### src/logic/reset_seq_pkg.sv
// Package for the fundamental reset and boot sequencer.
// Assumes a 50 MHz mclk; the training and retry counts are derived from it here.
package reset_seq_pkg;
	localparam int          CLK_MHZ          = 50;
	localparam int          TRAIN_LIMIT_MS   = 20;
	localparam int          RETRY_LIMIT_MS   = 100;
	localparam int          EEPROM_LIMIT_MS  = 200;
	localparam int          TRAIN_CYCLES     = TRAIN_LIMIT_MS * 1000 * CLK_MHZ;
	localparam int          RETRY_CYCLES     = RETRY_LIMIT_MS * 1000 * CLK_MHZ;
	localparam int          PLL_LOCK_CYCLES  = 16;
	localparam int          MODE_W           = 3;
	localparam logic [2:0]  MODE_NORMAL      = 3'h0;
	localparam logic [2:0]  MODE_EEPROM      = 3'h1;
	localparam int          DS_PORTS         = 2;
	localparam int          PORTS            = 3;
	localparam int          ERR_W            = 4;
	localparam logic [3:0]  ERR_NONE         = 4'h0;
	localparam logic [3:0]  ERR_BAD_MODE     = 4'h1;
	localparam int          BOOT_W           = 7;

	typedef enum logic [2:0] {
		ST_WAIT   = 3'b000,
		ST_SAMPLE = 3'b001,
		ST_PLL    = 3'b011,
		ST_TRAIN  = 3'b010,
		ST_LOAD   = 3'b110,
		ST_HALT   = 3'b111,
		ST_RUN    = 3'b101
	} seq_state_t;
endpackage : reset_seq_pkg

### src/logic/boot_capture.sv
// Captures the boot configuration vector on the rising edge of the reset pin.
// Assumes the pin levels are synchronous to mclk.
`timescale 1ns/100ps
`default_nettype none
module boot_capture
	import reset_seq_pkg::*;
(
	input  wire logic                                  mclk,
	input  wire logic                                  reset_n,
	input  wire logic                                  fundamental_reset_in_n,
	input  wire logic                                  common_clock_downstream,
	input  wire logic                                  common_clock_upstream,
	input  wire logic                                  reset_halt,
	input  wire logic [reset_seq_pkg::MODE_W-1:0]      switch_mode_select,
	input  wire logic                                  aux_power_disable_n,
	output logic      [reset_seq_pkg::BOOT_W-1:0]      boot_vector,
	output logic                                       boot_sampled
);
	logic pin_prev;
	wire  pin_release = fundamental_reset_in_n & ~pin_prev;

	always_ff @(posedge mclk or negedge reset_n) begin
		if (!reset_n)
			pin_prev <= 1'b0;
		else
			pin_prev <= fundamental_reset_in_n;
	end

	// Vector survives warm resets, so only the pin edge reloads it
	always_ff @(posedge mclk or negedge reset_n) begin
		if (!reset_n) begin
			boot_vector  <= '0;
			boot_sampled <= 1'b0;
		end else begin
			boot_sampled <= pin_release;
			if (pin_release)
				boot_vector <= {aux_power_disable_n, switch_mode_select, reset_halt,
					common_clock_upstream, common_clock_downstream};
		end
	end
endmodule : boot_capture
`default_nettype wire

### src/logic/delay_timer.sv
// Down-counting timer that flags expiry after a programmed cycle count.
// Assumes start is a one-cycle pulse; restart reloads the count.
`timescale 1ns/100ps
`default_nettype none
module delay_timer #(
	parameter int COUNT = 16
) (
	input  wire logic  mclk,
	input  wire logic  reset_n,
	input  wire logic  start,
	output logic       expired
);
	localparam int W = $clog2(COUNT + 1);
	logic [W-1:0] remain;
	logic         running;

	initial begin
		if (COUNT < 1)
			$error("delay_timer COUNT must be at least one");
	end

	always_ff @(posedge mclk or negedge reset_n) begin
		if (!reset_n) begin
			remain  <= '0;
			running <= 1'b0;
			expired <= 1'b0;
		end else if (start) begin
			remain  <= W'(COUNT - 1);
			running <= 1'b1;
			expired <= 1'b0;
		end else if (running) begin
			if (remain == '0) begin
				running <= 1'b0;
				expired <= 1'b1;
			end else
				remain <= remain - 1'b1;
		end
	end
endmodule : delay_timer
`default_nettype wire

### src/logic/fundamental_reset_seq.sv
// Fundamental reset and boot initialization sequencer of a three-port switch.
// Assumes mclk is the core clock from the on-chip PLL and that the EEPROM
// loader, SMBus master and stacks are outside, talking over plain ports.
`timescale 1ns/100ps
`default_nettype none
// What this block does
// - Sample boot vector only at reset release
// - Downstream common clock seeds slot clock bits
// - Upstream common clock seeds writable slot bit
// - Reset-halt pin parks device, SMBus active
// - Mode 0 normal, 1 EEPROM, others reserved
// - Aux disable low clears fundamental sticky bits
// - Status shows vector from last cold reset
// - Pin or software bit starts fundamental reset
// - Fundamental reset clears logic and stickies, except the boot vector and status
// - Warm software reset reuses old boot vector
// - Sample, decode, PLL, then start link training
// - Reset-halt pin sets status halt indication
// - Quasi-reset stacks, training within 20 ms
// - Config retry completions within 100 ms
// - EEPROM mode loads registers over SMBus
// - EEPROM retrain write retrains that port
// - Load error aborts, sets halt, logs error
// - Done flag on load finish or error
// - Halt bit holds logic until cleared
// - Load side effects act at the write
// - Complete software reset write before resetting
// - General purpose pins revert to inputs
// - Core clock from reference through on-chip PLL
module fundamental_reset_seq
	import reset_seq_pkg::*;
#(
	parameter int TRAIN_TIMEOUT = reset_seq_pkg::TRAIN_CYCLES,
	parameter int RETRY_TIMEOUT = reset_seq_pkg::RETRY_CYCLES,
	parameter int GPIO_W        = 5
) (
	input  wire logic                                  mclk,
	input  wire logic                                  reset_n,
	input  wire logic                                  fundamental_reset_in_n,
	input  wire logic                                  common_clock_downstream,
	input  wire logic                                  common_clock_upstream,
	input  wire logic                                  reset_halt,
	input  wire logic [reset_seq_pkg::MODE_W-1:0]      switch_mode_select,
	input  wire logic                                  aux_power_disable_n,
	input  wire logic                                  fundamental_reset_request,
	input  wire logic                                  request_completion_sent,
	input  wire logic                                  halt_clear,
	input  wire logic                                  pll_locked,
	input  wire logic                                  slot_clock_write,
	input  wire logic [reset_seq_pkg::PORTS-1:0]       slot_clock_wdata,
	input  wire logic                                  load_write,
	input  wire logic [reset_seq_pkg::PORTS-1:0]       full_link_retrain,
	input  wire logic                                  load_done,
	input  wire logic                                  load_error,
	input  wire logic [reset_seq_pkg::ERR_W-1:0]       load_error_code,
	output logic                                       pll_enable,
	output logic                                       serdes_enable,
	output logic                                       link_train_enable,
	output logic      [reset_seq_pkg::PORTS-1:0]       link_retrain,
	output logic                                       stack_reset_n,
	output logic                                       config_retry,
	output logic                                       core_reset_n,
	output logic                                       smbus_enable,
	output logic                                       load_start,
	output logic                                       sticky_clear,
	output logic                                       aux_power_enable,
	output logic      [reset_seq_pkg::PORTS-1:0]       link_status_slot_clock,
	output logic      [reset_seq_pkg::BOOT_W-1:0]      switch_status_reg,
	output logic                                       status_halt,
	output logic                                       control_halt,
	output logic                                       smbus_done,
	output logic      [reset_seq_pkg::ERR_W-1:0]       smbus_error,
	output logic                                       mode_reserved,
	output logic      [GPIO_W-1:0]                     gpio_out_en,
	output logic                                       train_late,
	output logic                                       retry_late
);
	initial begin
		if (GPIO_W < 1 || TRAIN_TIMEOUT < 1 || RETRY_TIMEOUT < TRAIN_TIMEOUT)
			$error("fundamental_reset_seq parameters out of range");
	end

	seq_state_t state;
	seq_state_t next_state;

	logic [BOOT_W-1:0] boot_vector;
	logic              boot_sampled;
	logic              boot_valid;
	logic              soft_pending;
	logic              soft_reset;
	logic              pll_done;
	logic              train_expired;
	logic              retry_expired;
	logic              seq_start;
	logic              train_seen;

	boot_capture u_boot (
		.mclk                    (mclk),
		.reset_n                 (reset_n),
		.fundamental_reset_in_n  (fundamental_reset_in_n),
		.common_clock_downstream (common_clock_downstream),
		.common_clock_upstream   (common_clock_upstream),
		.reset_halt              (reset_halt),
		.switch_mode_select      (switch_mode_select),
		.aux_power_disable_n     (aux_power_disable_n),
		.boot_vector             (boot_vector),
		.boot_sampled            (boot_sampled)
	);

	// Field views of the captured vector
	wire              boot_ccds  = boot_vector[0];
	wire              boot_ccus  = boot_vector[1];
	wire              boot_halt  = boot_vector[2];
	wire [MODE_W-1:0] boot_mode  = boot_vector[5:3];
	wire              boot_auxen = boot_vector[6];

	function automatic logic mode_is_eeprom(input logic [MODE_W-1:0] m);
		return m == MODE_EEPROM;
	endfunction

	function automatic logic mode_is_bad(input logic [MODE_W-1:0] m);
		return (m != MODE_NORMAL) && (m != MODE_EEPROM);
	endfunction

	// Software request is held until its write completion has left
	wire soft_fire    = soft_pending & request_completion_sent;
	wire source_busy  = ~fundamental_reset_in_n | soft_reset;
	wire in_seq_reset = (state == ST_WAIT) | source_busy;
	wire load_mode    = mode_is_eeprom(boot_mode);
	wire quasi        = (state == ST_TRAIN) | (state == ST_LOAD) | (state == ST_HALT);

	always_ff @(posedge mclk or negedge reset_n) begin
		if (!reset_n) begin
			soft_pending <= 1'b0;
			soft_reset   <= 1'b0;
		end else begin
			if (fundamental_reset_request)
				soft_pending <= 1'b1;
			else if (soft_fire)
				soft_pending <= 1'b0;
			soft_reset <= soft_fire;
		end
	end

	// Sequence may only leave the wait state once a vector exists
	always_ff @(posedge mclk or negedge reset_n) begin
		if (!reset_n)
			boot_valid <= 1'b0;
		else if (boot_sampled)
			boot_valid <= 1'b1;
	end

	delay_timer #(.COUNT(PLL_LOCK_CYCLES)) u_pll_timer (
		.mclk    (mclk),
		.reset_n (reset_n),
		.start   (seq_start),
		.expired (pll_done)
	);

	delay_timer #(.COUNT(TRAIN_TIMEOUT)) u_train_timer (
		.mclk    (mclk),
		.reset_n (reset_n),
		.start   (seq_start),
		.expired (train_expired)
	);

	delay_timer #(.COUNT(RETRY_TIMEOUT)) u_retry_timer (
		.mclk    (mclk),
		.reset_n (reset_n),
		.start   (seq_start),
		.expired (retry_expired)
	);

	// Lock wait is the slower of the PLL flag and a fixed minimum
	wire pll_ready = pll_done & pll_locked;

	always_comb begin
		next_state = state;
		case (state)
			ST_WAIT: begin
				if (!source_busy && boot_valid)
					next_state = ST_SAMPLE;
			end
			ST_SAMPLE: next_state = ST_PLL;
			ST_PLL: begin
				if (pll_ready)
					next_state = ST_TRAIN;
			end
			ST_TRAIN: begin
				if (load_mode)
					next_state = ST_LOAD;
				else if (control_halt)
					next_state = ST_HALT;
				else
					next_state = ST_RUN;
			end
			ST_LOAD: begin
				if (load_error)
					next_state = ST_HALT;
				else if (load_done)
					next_state = control_halt ? ST_HALT : ST_RUN;
			end
			ST_HALT: begin
				if (!control_halt)
					next_state = ST_RUN;
			end
			ST_RUN:  next_state = ST_RUN;
			default: next_state = ST_WAIT;
		endcase
		if (source_busy)
			next_state = ST_WAIT;
	end

	always_ff @(posedge mclk or negedge reset_n) begin
		if (!reset_n)
			state <= ST_WAIT;
		else
			state <= next_state;
	end

	always_ff @(posedge mclk or negedge reset_n) begin
		if (!reset_n)
			seq_start <= 1'b0;
		else
			seq_start <= (state == ST_WAIT) && (next_state == ST_SAMPLE);
	end

	// Halt control: seeded from the pin, set by a load error, cleared by agent
	always_ff @(posedge mclk or negedge reset_n) begin
		if (!reset_n) begin
			control_halt <= 1'b0;
			status_halt  <= 1'b0;
		end else if (in_seq_reset) begin
			control_halt <= 1'b0;
			status_halt  <= 1'b0;
		end else if (state == ST_SAMPLE) begin
			control_halt <= boot_halt;
			status_halt  <= boot_halt;
		end else if (state == ST_LOAD && load_error) begin
			control_halt <= 1'b1;
		end else if (halt_clear) begin
			control_halt <= 1'b0;
		end
	end

	// Load status; the done flag holds until the next fundamental reset
	always_ff @(posedge mclk or negedge reset_n) begin
		if (!reset_n) begin
			smbus_done  <= 1'b0;
			smbus_error <= ERR_NONE;
			load_start  <= 1'b0;
		end else if (in_seq_reset) begin
			smbus_done  <= 1'b0;
			smbus_error <= ERR_NONE;
			load_start  <= 1'b0;
		end else begin
			load_start <= (state == ST_TRAIN) && load_mode;
			if (state == ST_LOAD && load_error) begin
				smbus_done  <= 1'b1;
				smbus_error <= load_error_code;
			end else if (state == ST_LOAD && load_done)
				smbus_done <= 1'b1;
		end
	end

	// Slot clock bits: down ports in low bits, upstream port on top
	always_ff @(posedge mclk or negedge reset_n) begin
		if (!reset_n)
			link_status_slot_clock <= '0;
		else if (state == ST_SAMPLE)
			link_status_slot_clock <= {boot_ccus, {DS_PORTS{boot_ccds}}};
		else if (slot_clock_write && !in_seq_reset)
			link_status_slot_clock <= slot_clock_wdata;
	end

	// Retrain pulses leave in the cycle after the load write, not at the end
	always_ff @(posedge mclk or negedge reset_n) begin
		if (!reset_n)
			link_retrain <= '0;
		else if (state == ST_LOAD && load_write)
			link_retrain <= full_link_retrain;
		else
			link_retrain <= '0;
	end

	// Status register only reloads after a pin reset
	always_ff @(posedge mclk or negedge reset_n) begin
		if (!reset_n)
			switch_status_reg <= '0;
		else if (boot_sampled)
			switch_status_reg <= boot_vector;
	end

	// Watch flags show a missed deadline; stale expiry is ignored while timers restart
	always_ff @(posedge mclk or negedge reset_n) begin
		if (!reset_n) begin
			train_seen <= 1'b0;
			train_late <= 1'b0;
			retry_late <= 1'b0;
		end else if (in_seq_reset) begin
			train_seen <= 1'b0;
			train_late <= 1'b0;
			retry_late <= 1'b0;
		end else begin
			if (quasi)
				train_seen <= 1'b1;
			if (train_expired && !train_seen && !seq_start)
				train_late <= 1'b1;
			if (retry_expired && !train_seen && !seq_start)
				retry_late <= 1'b1;
		end
	end

	always_ff @(posedge mclk or negedge reset_n) begin
		if (!reset_n) begin
			pll_enable        <= 1'b0;
			serdes_enable     <= 1'b0;
			link_train_enable <= 1'b0;
			stack_reset_n     <= 1'b0;
			config_retry      <= 1'b0;
			core_reset_n      <= 1'b0;
			sticky_clear      <= 1'b1;
			aux_power_enable  <= 1'b0;
			mode_reserved     <= 1'b0;
		end else begin
			pll_enable        <= !in_seq_reset;
			serdes_enable     <= !in_seq_reset && state != ST_SAMPLE;
			link_train_enable <= quasi || state == ST_RUN;
			stack_reset_n     <= quasi || state == ST_RUN;
			config_retry      <= quasi;
			core_reset_n      <= state == ST_RUN;
			sticky_clear      <= in_seq_reset || (state == ST_SAMPLE && !boot_auxen);
			aux_power_enable  <= !in_seq_reset && boot_auxen;
			mode_reserved     <= !in_seq_reset && mode_is_bad(boot_mode);
		end
	end

	// Master SMBus stays alive through halt and load
	assign smbus_enable = ~in_seq_reset;

	// General pins are held as inputs; the output enables never leave zero
	always_ff @(posedge mclk or negedge reset_n) begin
		if (!reset_n)
			gpio_out_en <= '0;
		else
			gpio_out_en <= '0;
	end
endmodule : fundamental_reset_seq
`default_nettype wire

### config.mk
export PLATFORM = sky130hd
export DESIGN_NAME = fundamental_reset_seq
export DESIGN_NICKNAME = d
export VERILOG_FILES = /design/src/logic/reset_seq_pkg.sv /design/src/logic/boot_capture.sv /design/src/logic/delay_timer.sv /design/src/logic/fundamental_reset_seq.sv
export SDC_FILE = /design/constraint.sdc
export NUM_CORES = 1
export LEC_CHECK = 0
export ABC_CLOCK_PERIOD_IN_PS = 6800
export BUFFER_PORTS_ARGS = -buffer_cell sky130_fd_sc_hd__buf_2
export CORE_MARGIN = 10
export CORE_UTILIZATION = 50
export CTS_CLUSTER_SIZE = 40
export DETAILED_ROUTE_END_ITERATION = 16
export GPL_ROUTABILITY_DRIVEN = 0
export PLACE_DENSITY = 0.8
export SLEW_MARGIN = 20
export SYNTH_ARGS = -nofsm -noshare
export SYNTH_HDL_FRONTEND = slang
export SYNTH_SLANG_ARGS = --single-unit
### constraint.sdc
create_clock -name mclk -period 6.8 [get_ports mclk]
set_input_delay 1.36 -clock mclk [delete_from_list [all_inputs] [get_ports mclk]]
set_output_delay 1.36 -clock mclk [all_outputs]
set_load 0.02 [all_outputs]
**After elaboration in Yosys (flattened, before gate mapping)**

Cells that the tools add are included.

- Word-level logic and storage cells: 170
- Register bits after elaboration: 102
- Input bits: 28

- Eq/ne operators: 13
- Add/subtract/negate cells: 3
- Reductions and logical operators: 49
- Mux-type cells: 59
- Bitwise gates (word level): 10

Operators by type and width:

| cell | count |
|---|---|
| two-way mux 23 bit | 3 |
| two-way mux 20 bit | 3 |
| two-way mux 1 bit | 36 |
| two-way mux 3 bit | 9 |
| nonzero test 2 bit | 13 |
| logical NOT 23 bit | 1 |
| subtractor 23 x 1 -> 23 bit (second input constant) | 1 |
| case mux 3 bit (7 select lines) | 1 |
| logical NOT 20 bit | 1 |
| subtractor 20 x 1 -> 20 bit (second input constant) | 1 |
| logical AND 1 bit | 16 |
| two-way mux 5 bit | 3 |
| AND reduction 2 bit | 6 |
| equality test 3 x 1 -> 1 bit (second input constant) | 3 |
| equality test 3 bit (second input constant) | 3 |
| two-way mux 4 bit | 2 |
| equality test 3 x 2 -> 1 bit (second input constant) | 2 |
| inequality test 2 bit (second input constant) | 3 |
| inequality test 3 x 1 -> 1 bit (second input constant) | 2 |
| nonzero test 3 bit | 2 |
| logical NOT 1 bit | 5 |
| logical NOT 5 bit | 1 |
| subtractor 5 x 1 -> 5 bit (second input constant) | 1 |
| two-way mux 2 bit | 2 |
| other kinds (6) | 14 |

**Depth between registers and ports, before layout**

Gate-level depths: netlist of run 1.

- Depth after elaboration: 9
- Mapped depth: 8

**By module**

Synthesis of run 1 repeated with hierarchy kept, for this count alone.

- Cell total of the unflattened synthesis: 449
- Area, all modules: 4,883.4 µm²

By module, submodules not included:

| module | sequential area each (µm²) | cells an instance | area each (µm²) | instances |
|---|---|---|---|---|
| fundamental_reset_seq | 977.2 | 139 | 1,592.8 | 1 |
| delay_timer at u_retry_timer | 625.6 | 133 | 1,366.3 | 1 |
| delay_timer at u_train_timer | 550.5 | 127 | 1,236.2 | 1 |
| boot_capture | 225.2 | 18 | 355.3 | 1 |
| delay_timer at u_pll_timer | 175.2 | 32 | 332.8 | 1 |

**Worst setup path before layout of run 1**

OpenSTA, ideal clock, no wires.

- Path type: input to output
- Start point: in fundamental_reset_in_n
- End point: out smbus_enable
- Path buffers: 0
- Stages: 3
- Slack: 3,533 ps
- Required time: 5,440 ps
- Arrival: 1,907 ps
- Path through: nor2b_1 -> nand2_1 -> inv_1

- Longest elaborated chain between the ends: 4

Ends and longest elaborated chain:

| what | RTL line | source |
|---|---|---|
| start, declared | fundamental_reset_seq.sv:39 | `input wire logic fundamental_reset_in_n,` |
| inverter 1 bit | fundamental_reset_seq.sv:127 | `wire source_busy = ~fundamental_reset_in_n \| soft_reset;` |
| OR 1 bit | fundamental_reset_seq.sv:127 |  |
| OR 1 bit | fundamental_reset_seq.sv:128 | `wire in_seq_reset = (state == ST_WAIT) \| source_busy;` |
| inverter 1 bit | fundamental_reset_seq.sv:339 | `assign smbus_enable = ~in_seq_reset;` |
| end, declared | fundamental_reset_seq.sv:63 | `output logic smbus_enable,` |

Every way passes these cells.

**Final worst setup path of run 1**

Ends and elaborated chain as after synthesis.

==> results of run 1 <==
path summary, 6_finish.rpt:
kind / start / end / slack [ns] / cells after the start
hold reg to reg: soft_pending$_DFFE_PN0P_ / soft_pending$_DFFE_PN0P_ / 0.49 / 1
min in group asynchronous: reset_n / u_train_timer.remain[1]$_DFFE_PN0P_ / 0.98 / 1
max in group asynchronous: reset_n / seq_start$_DFF_PN0_ / 4.62 / 2
setup reg to reg: u_train_timer.remain[0]$_DFFE_PN0P_ / u_train_timer.running$_DFF_PN0_ / 4.04 / 6
setup / recovery: fundamental_reset_in_n / smbus_enable / 2.88 / 5
hold / removal: soft_pending$_DFFE_PN0P_ / soft_pending$_DFFE_PN0P_ / 0.49 / 1
cell type report:
| cell class | count | area (um^2) |
|---|---|---|
| fillers | 803 | 4189 |
| clock inverters | 7 | 67.56 |
| multi-input cells | 338 | 2206 |
| clock buffers | 9 | 123.9 |
| repair buffers | 63 | 325.3 |
| flip-flops and latches | 102 | 2557 |
| inverters | 13 | 48.80 |
| well taps | 133 | 166.4 |
power breakdown:
| part | switching (mW) | internal (mW) | leakage (nW) |
|---|---|---|---|
| Clock | 0.226 | 0.142 | 0.0989 |
| Sequential | 0.0619 | 0.669 | 1.22 |
| Combinational | 0.131 | 0.102 | 1.09 |
per-stage QoR:
stage / hold WS [ns] / setup slack [ns]
floorplan: 0.4314 / 3.533
global placement: 0.4577 / 2.998
detailed placement: 0.4648 / 2.905
CTS: 0.4881 / 2.907
global route: 0.5053 / 2.723
finish: 0.4923 / 2.878
layout by cell type (no fill, tap or decap), drive strengths merged, types with 4 or more instances in the layout:
cell / instances
dfrtp: 101
buf: 63
nor2: 49
a21oi: 32
nor2b: 28
mux2: 24
nand2: 22
nand3: 20
mux2i: 20
inv: 16
o21ai: 15
or4: 15
nor4: 12
or3: 9
nor3: 9
clkbuf: 9
or2: 8
o31ai: 6
ha: 6
nand4b: 5
nand2b: 5
and3: 5
conb: 5
a31oi: 4
and2: 4
or4b: 4
a2111oi: 4
clkinv: 4
synthesized netlist by cell type (4+ instances only):
cell type,count
nand4b_1,5
or4b_2,4
inv_1,13
mux2_1,5
and3_1,5
dfrtp_1,101
clkbuf_1,17
buf_2,4
nor2_1,49
nor3_1,9
mux2_2,19
o31ai_1,6
nor4_1,10
o21ai_0,15
or4_1,15
mux2i_1,20
nand2b_1,5
or2_2,7
a21oi_1,32
nor2b_1,28
and2_1,4
ha_1,6
nand3_1,20
a31oi_1,4
or3_1,9
nand2_1,22
buf_4,6
worst reg2reg max path, cell delays in order, from the launching register on:
cell and delay, ns:
dfrtp_1 0.41, inv_1 0.12, ha_1 0.15, or4b_2 0.62, nor4_2 0.73, a21boi_1 0.27, or2_2 0.35
cells by family after synthesis:
family	after synthesis	synth area share, %
XOR/XNOR	4	0.7106
multiplexers	44	9.541
AND/OR/NAND/NOR	207	23.65
other	1	0.07605
adder cells (fa/ha/maj)	6	1.522
buffers and inverters	42	3.908
AO/OA/AOI/OAI	72	8.805
flip-flops	102	51.79
metal layers:
layer / GRT usage [%] / vias to the layer above / wire length, um
met1: 18.39 / 1803 / 4552
met5: 0 / - / 0
met3: 4.015 / 9 / 636
li1: - / 1790 / -
met2: 24.79 / 101 / 5253
met4: 5.204 / 0 / 120
==> impl_metrics.py, run 1 <==
metrics = {
    "yosys": {
        "ys.flop_type": "dfrtp_1",
        "syn_area_um2": 4931,
        "synth_top_area_cell": "dfrtp_1",
        "synthCells": 478,
        "yosysWarnings": 0,
        "yosys-top-cells-area": "dfrtp_1, mux2_2, mux2i_1",
        "synth_edf_count": 0,
        "yosysUniqueCellTypes": 53,
        "synth_top_area_share_pct": 51.26,
        "synth_async_sr_flop_share_pct": 100.0,
        "synth_seq_cells": 102,
        "synth-seq-area-share_pct": 51.79,
        "avgSynthCellArea_um2": 10.32,
    },
    "setup_path": {
        "path_class": "in -> out",
        "crit_path_end_kind": "output port",
        "crit_family": "simple AND/OR/NAND/NOR gates",
        "cp_cell_sequence": "buf_2 > nor2b_1 > nand2_1 > inv_1 > buf_2",
        "start_kind": "input pin",
        "crit_top_cell": "buf_2",
        "slowest_delay_ns": 0.36,
        "critPathMaxFanout": 13,
        "crit_required_ns": 5.44,
        "worst_path_max_delay_cell": "nand2_1",
        "crit_buf_inv": 3,
        "critPathArrivalTime_ns": 2.56,
    },
    "global_routing": {
        "gr-total-overflow": 0,
        "grt_pass1_vias": 3789,
        "grt_max_degree": 73,
        "antenna_found_initial": 0,
        "grt_usage_pct": 14.93,
        "grt_first_pass_wirelength_um": 18030,
    },
    "sta": {
        "setup_viol": 0,
        "fin_skew_ns": 0.01131,
        "fin_tns_setup_ns": 0,
        "worst_pin_slew_ns": 0.9414,
        "period_needed_ns": 3.922,
        "fmax_ghz": 0.2550,
        "rsz0062_at_grt": "no",
        "slew_viol_final": 0,
        "relSlewSlack_pct": 36.72,
        "period_share_pct": 57.68,
        "hold_viol": 0,
    },
    "placed_design": {
        "io_buffers": 60,
        "placed_area_um2": 5301,
        "dp.cells": 649,
        "hpwl_um": 7612,
    },
    "final_layout": {
        "syn_to_final_growth_pct": 11.44,
        "reg_top3": "u_retry_timer.remain x23, u_train_timer.remain x20",
        "top_register": "u_retry_timer.remain",
        "fin_nets": 561,
        "final_cell_count_no_fill": 665,
        "drive_above_1_share_pct": 21.80,
        "post-route-util_pct": 56.74,
        "antenna_cells": 0,
        "stdcell_area_um2": 5495,
        "largest_reg_flops": 23,
    },
    "floorplan": {
        "row_count": 36,
        "die_h_um": 119.3,
        "top_level_ports": 66,
        "core_um2": 9684,
        "start_util_pct": 50.92,
        "die_area_um2": 14230,
        "die_w_um": 119.3,
    },
    "power": {
        "p_per_area_nw_per_um2": 242.5,
        "p_leak_nw": 2.408,
        "ir_drop_mv": 0.2063,
        "p_total_mw": 1.333,
    },
    "worst_hold_path": {
        "worstHoldPathType": "reg -> reg",
    },
    "clocking": {
        "post_cts_resized": 0,
        "cts_buffers": 9,
        "cts.clk_slew.worst_paths_ns": 0.10,
        "cts_setup_buffers": 0,
        "htree_levels": 3,
        "cts_tree": "done",
        "holdBufCountCts": 0,
        "clk_latency_ns": 0.37,
        "clock_path_buffers": 2,
        "root_buffer": "clkbuf_8",
        "cts_sinks": 102,
    },
    "detailed_routing": {
        "route.detailed.wl_per_inst_um": 15.88,
        "drc": 0,
        "drtIter0Drc": 230,
        "drt_first_pass_iters": 5,
        "dr_total_vias": 3703,
        "ant_nets": 0,
        "viasPerCell": 5.568,
        "drt-total-wl_um": 10560,
    },
    "flow_run": {
        "maxCapViolations": 0,
    },
    "status": {
        "outcome": "complete, no violations",
    },
}
No activity file was read; power rests on OpenSTA's default activity.
==> inputs of run 2 (changes only) <==
--- a/config.mk
+++ b/config.mk
@@ -5,14 +5,15 @@
 export SDC_FILE = /design/constraint.sdc
 export NUM_CORES = 1
 export LEC_CHECK = 0
-export ABC_CLOCK_PERIOD_IN_PS = 6800
+export ABC_AREA = 1
+export ABC_CLOCK_PERIOD_IN_PS = 3990
 export BUFFER_PORTS_ARGS = -buffer_cell sky130_fd_sc_hd__buf_2
 export CORE_MARGIN = 10
 export CORE_UTILIZATION = 50
 export CTS_CLUSTER_SIZE = 40
 export DETAILED_ROUTE_END_ITERATION = 16
 export GPL_ROUTABILITY_DRIVEN = 0
-export PLACE_DENSITY = 0.8
+export PLACE_DENSITY = 0.79
 export SLEW_MARGIN = 20
 export SYNTH_ARGS = -nofsm -noshare
 export SYNTH_HDL_FRONTEND = slang
==> constraint.sdc (replaced) <==
create_clock -name mclk -period 3.99 [get_ports mclk]
set_input_delay 0.798 -clock mclk [delete_from_list [all_inputs] [get_ports mclk]]
set_output_delay 0.798 -clock mclk [all_outputs]
set_load 0.02 [all_outputs]
==> impl_metrics.py, run 2 <==
metrics = {
    "placed_design": {
        "dp.cells": 872,
        "io_buffers": 60,
        "hpwl_um": 9030,
    },
    "sta": {
        "fin_skew_ns": 0.009209,
        "period_needed_ns": 2.539,
        "period_share_pct": 63.63,
        "slew_viol_final": 0,
        "hold_viol": 0,
        "rsz0062_at_grt": "no",
        "fmax_ghz": 0.3939,
        "fin_tns_setup_ns": 0,
        "hold_ws_ns": 0.3989,
        "relSlewSlack_pct": 48.95,
        "setup_viol": 0,
        "worst_pin_slew_ns": 0.7630,
    },
    "final_layout": {
        "top_register": "u_retry_timer.remain",
        "fin_nets": 781,
        "post-route-util_pct": 56.77,
        "largest_reg_flops": 23,
        "fill_cells": 947,
        "final_cell_mix": "nand2_1, dfrtp_1, nor2_1",
        "final_cell_count_no_fill": 888,
        "final_common_cell": "nand2_1",
        "antenna_cells": 0,
        "drive_above_1_share_pct": 13.70,
        "syn_to_final_growth_pct": 11.08,
        "reg_top3": "u_retry_timer.remain x23, u_train_timer.remain x20",
    },
    "clocking": {
        "cts_sinks": 102,
        "holdBufCountCts": 0,
        "htree_levels": 3,
        "cts_setup_buffers": 0,
        "root_buffer": "clkbuf_8",
        "cts.clk_slew.worst_paths_ns": 0.11,
        "cts_tree": "done",
        "cts_buffers": 9,
        "post_cts_resized": 0,
        "clk_latency_ns": 0.38,
        "clock_path_buffers": 2,
    },
    "setup_path": {
        "critPathMaxFanout": 10,
        "rrSetupSlack_ns": 2.06,
        "critPathArrivalTime_ns": 1.74,
        "crit-reg2reg-launch": "u_train_timer.remain[0]$_DFFE_PN0P_",
        "crit_required_ns": 3.19,
        "crit_path_end_kind": "output port",
        "crit_start": "fundamental_reset_in_n",
        "path_class": "in -> out",
        "start_kind": "input pin",
    },
    "flow_run": {
        "maxCapViolations": 0,
    },
    "floorplan": {
        "die_h_um": 122.5,
        "row_count": 37,
        "start_util_pct": 51.11,
        "die_w_um": 122.5,
        "top_level_ports": 66,
        "die_area_um2": 15010,
        "core_um2": 10280,
    },
    "global_routing": {
        "grt_max_degree": 46,
        "grt_first_pass_wirelength_um": 20470,
        "gr-total-overflow": 0,
        "antenna_found_initial": 0,
        "grt_usage_pct": 16.57,
        "grt_pass1_vias": 4538,
    },
    "yosys": {
        "yosys-top-cells-area": "dfrtp_1, nand2_1, nor2_1",
        "synth_async_sr_flop_share_pct": 100.0,
        "avgSynthCellArea_um2": 7.635,
        "synth.most_common_cell": "nand2_1",
        "synth_edf_count": 0,
        "synthCells": 688,
        "synth.top_cells.by_count": "nand2_1, dfrtp_1, nor2_1",
        "yosysWarnings": 0,
        "synth_seq_cells": 102,
        "synth-seq-area-share_pct": 48.62,
        "synth_top_area_share_pct": 48.12,
        "yosysUniqueCellTypes": 33,
        "synth_top_area_cell": "dfrtp_1",
        "ys.flop_type": "dfrtp_1",
        "syn_area_um2": 5253,
    },
    "detailed_routing": {
        "drt_first_pass_iters": 5,
        "viasPerCell": 5.204,
        "drc": 0,
        "route.detailed.wl_per_inst_um": 13.65,
        "dr_total_vias": 4621,
        "ant_nets": 0,
        "drt-total-wl_um": 12120,
        "drtIter0Drc": 303,
    },
    "power": {
        "p_leak_nw": 3.127,
        "p_per_area_nw_per_um2": 384.0,
        "ir_drop_mv": 0.2103,
    },
    "status": {
        "outcome": "complete, no violations",
    },
    "worst_hold_path": {
        "worstHoldPathType": "in -> async",
    },
}
## run 2: cell types whose count changed after synthesis, moves of 19 or more
cell | previous run | this run
nor2b_1 | 28 | 0
nand2_1 | 22 | 207
nand4_1 | 3 | 29
inv_1 | 13 | 68
nor2_1 | 49 | 99
nand3_1 | 20 | 61
o21ai_1 | 0 | 19
mux2i_1 | 20 | 0
## run 2: per-layer routing
layer,wire length [um],vias to the layer above,global-route usage (%)
li1,-,2304,-
met2,5768,145,27.05
met4,185,0,5.449
met1,5307,2160,20.56
met5,0,-,0
met3,855,12,5.096
## run 2: kinds of logic (layout without fill, tap and decap cells)
kind of cell,after synthesis,in the layout,synth area share [%]
other,1,5,0.07139
muxes,2,2,0.4287
and+or+nand+nor,416,416,33.97
buffers and inverters,93,153,8.028
AOI/OAI and AO/OA,62,62,6.456
DFF,102,102,48.62
xor gates and xnor gates,6,6,1.001
adders and majority gates,6,6,1.429
## run 2: final timing paths
kind | end | cells after the start
min in group mclk | soft_pending$_DFFE_PN0P_ | 1
max in group asynchronous | u_train_timer.remain[16]$_DFFE_PN0P_ | 2
max | smbus_enable | 6
min reg2reg | soft_pending$_DFFE_PN0P_ | 1
min | u_retry_timer.remain[12]$_DFFE_PN0P_ | 1
max reg2reg | u_train_timer.remain[15]$_DFFE_PN0P_ | 10
## run 2: through the flow
| stage | power, mW | setup slack, ns | area (um^2) |
|---|---|---|---|
| floorplan | 1.438 | 1.838 | 5268 |
| global placement | 1.550 | 1.523 | 5624 |
| detailed placement | 1.567 | 1.465 | 5624 |
| CTS | 2.257 | 1.471 | 5834 |
| global route | 2.355 | 1.357 | 5834 |
| finish | 2.241 | 1.451 | 5834 |
## run 2: power breakdown
part | leakage (nW) | internal, mW | switching (mW) | total, mW
Sequential | 1.22 | 1.12 | 0.0618 | 1.18
Combinational | 1.80 | 0.117 | 0.251 | 0.368
Clock | 0.104 | 0.304 | 0.387 | 0.692
Total | 3.13 | 1.54 | 0.700 | 2.24
## run 2: area by class of cell
class,instances,area (um^2),share of cell area (%)
flip-flops and latches,102,2554,43.77
multi-input cells,497,2292,39.29
repair buffers,63,325.3,5.576
inverters,74,282.8,4.847
well taps,136,170.2,2.917
clock buffers,9,123.9,2.123
clock inverters,7,86.33,1.480
## run 2: critical path: stages
cell	delay, ns
buf_2	0.09
inv_1	0.04
nor2_1	0.23
nand2_2	0.21
inv_2	0.18
buf_2	0.19
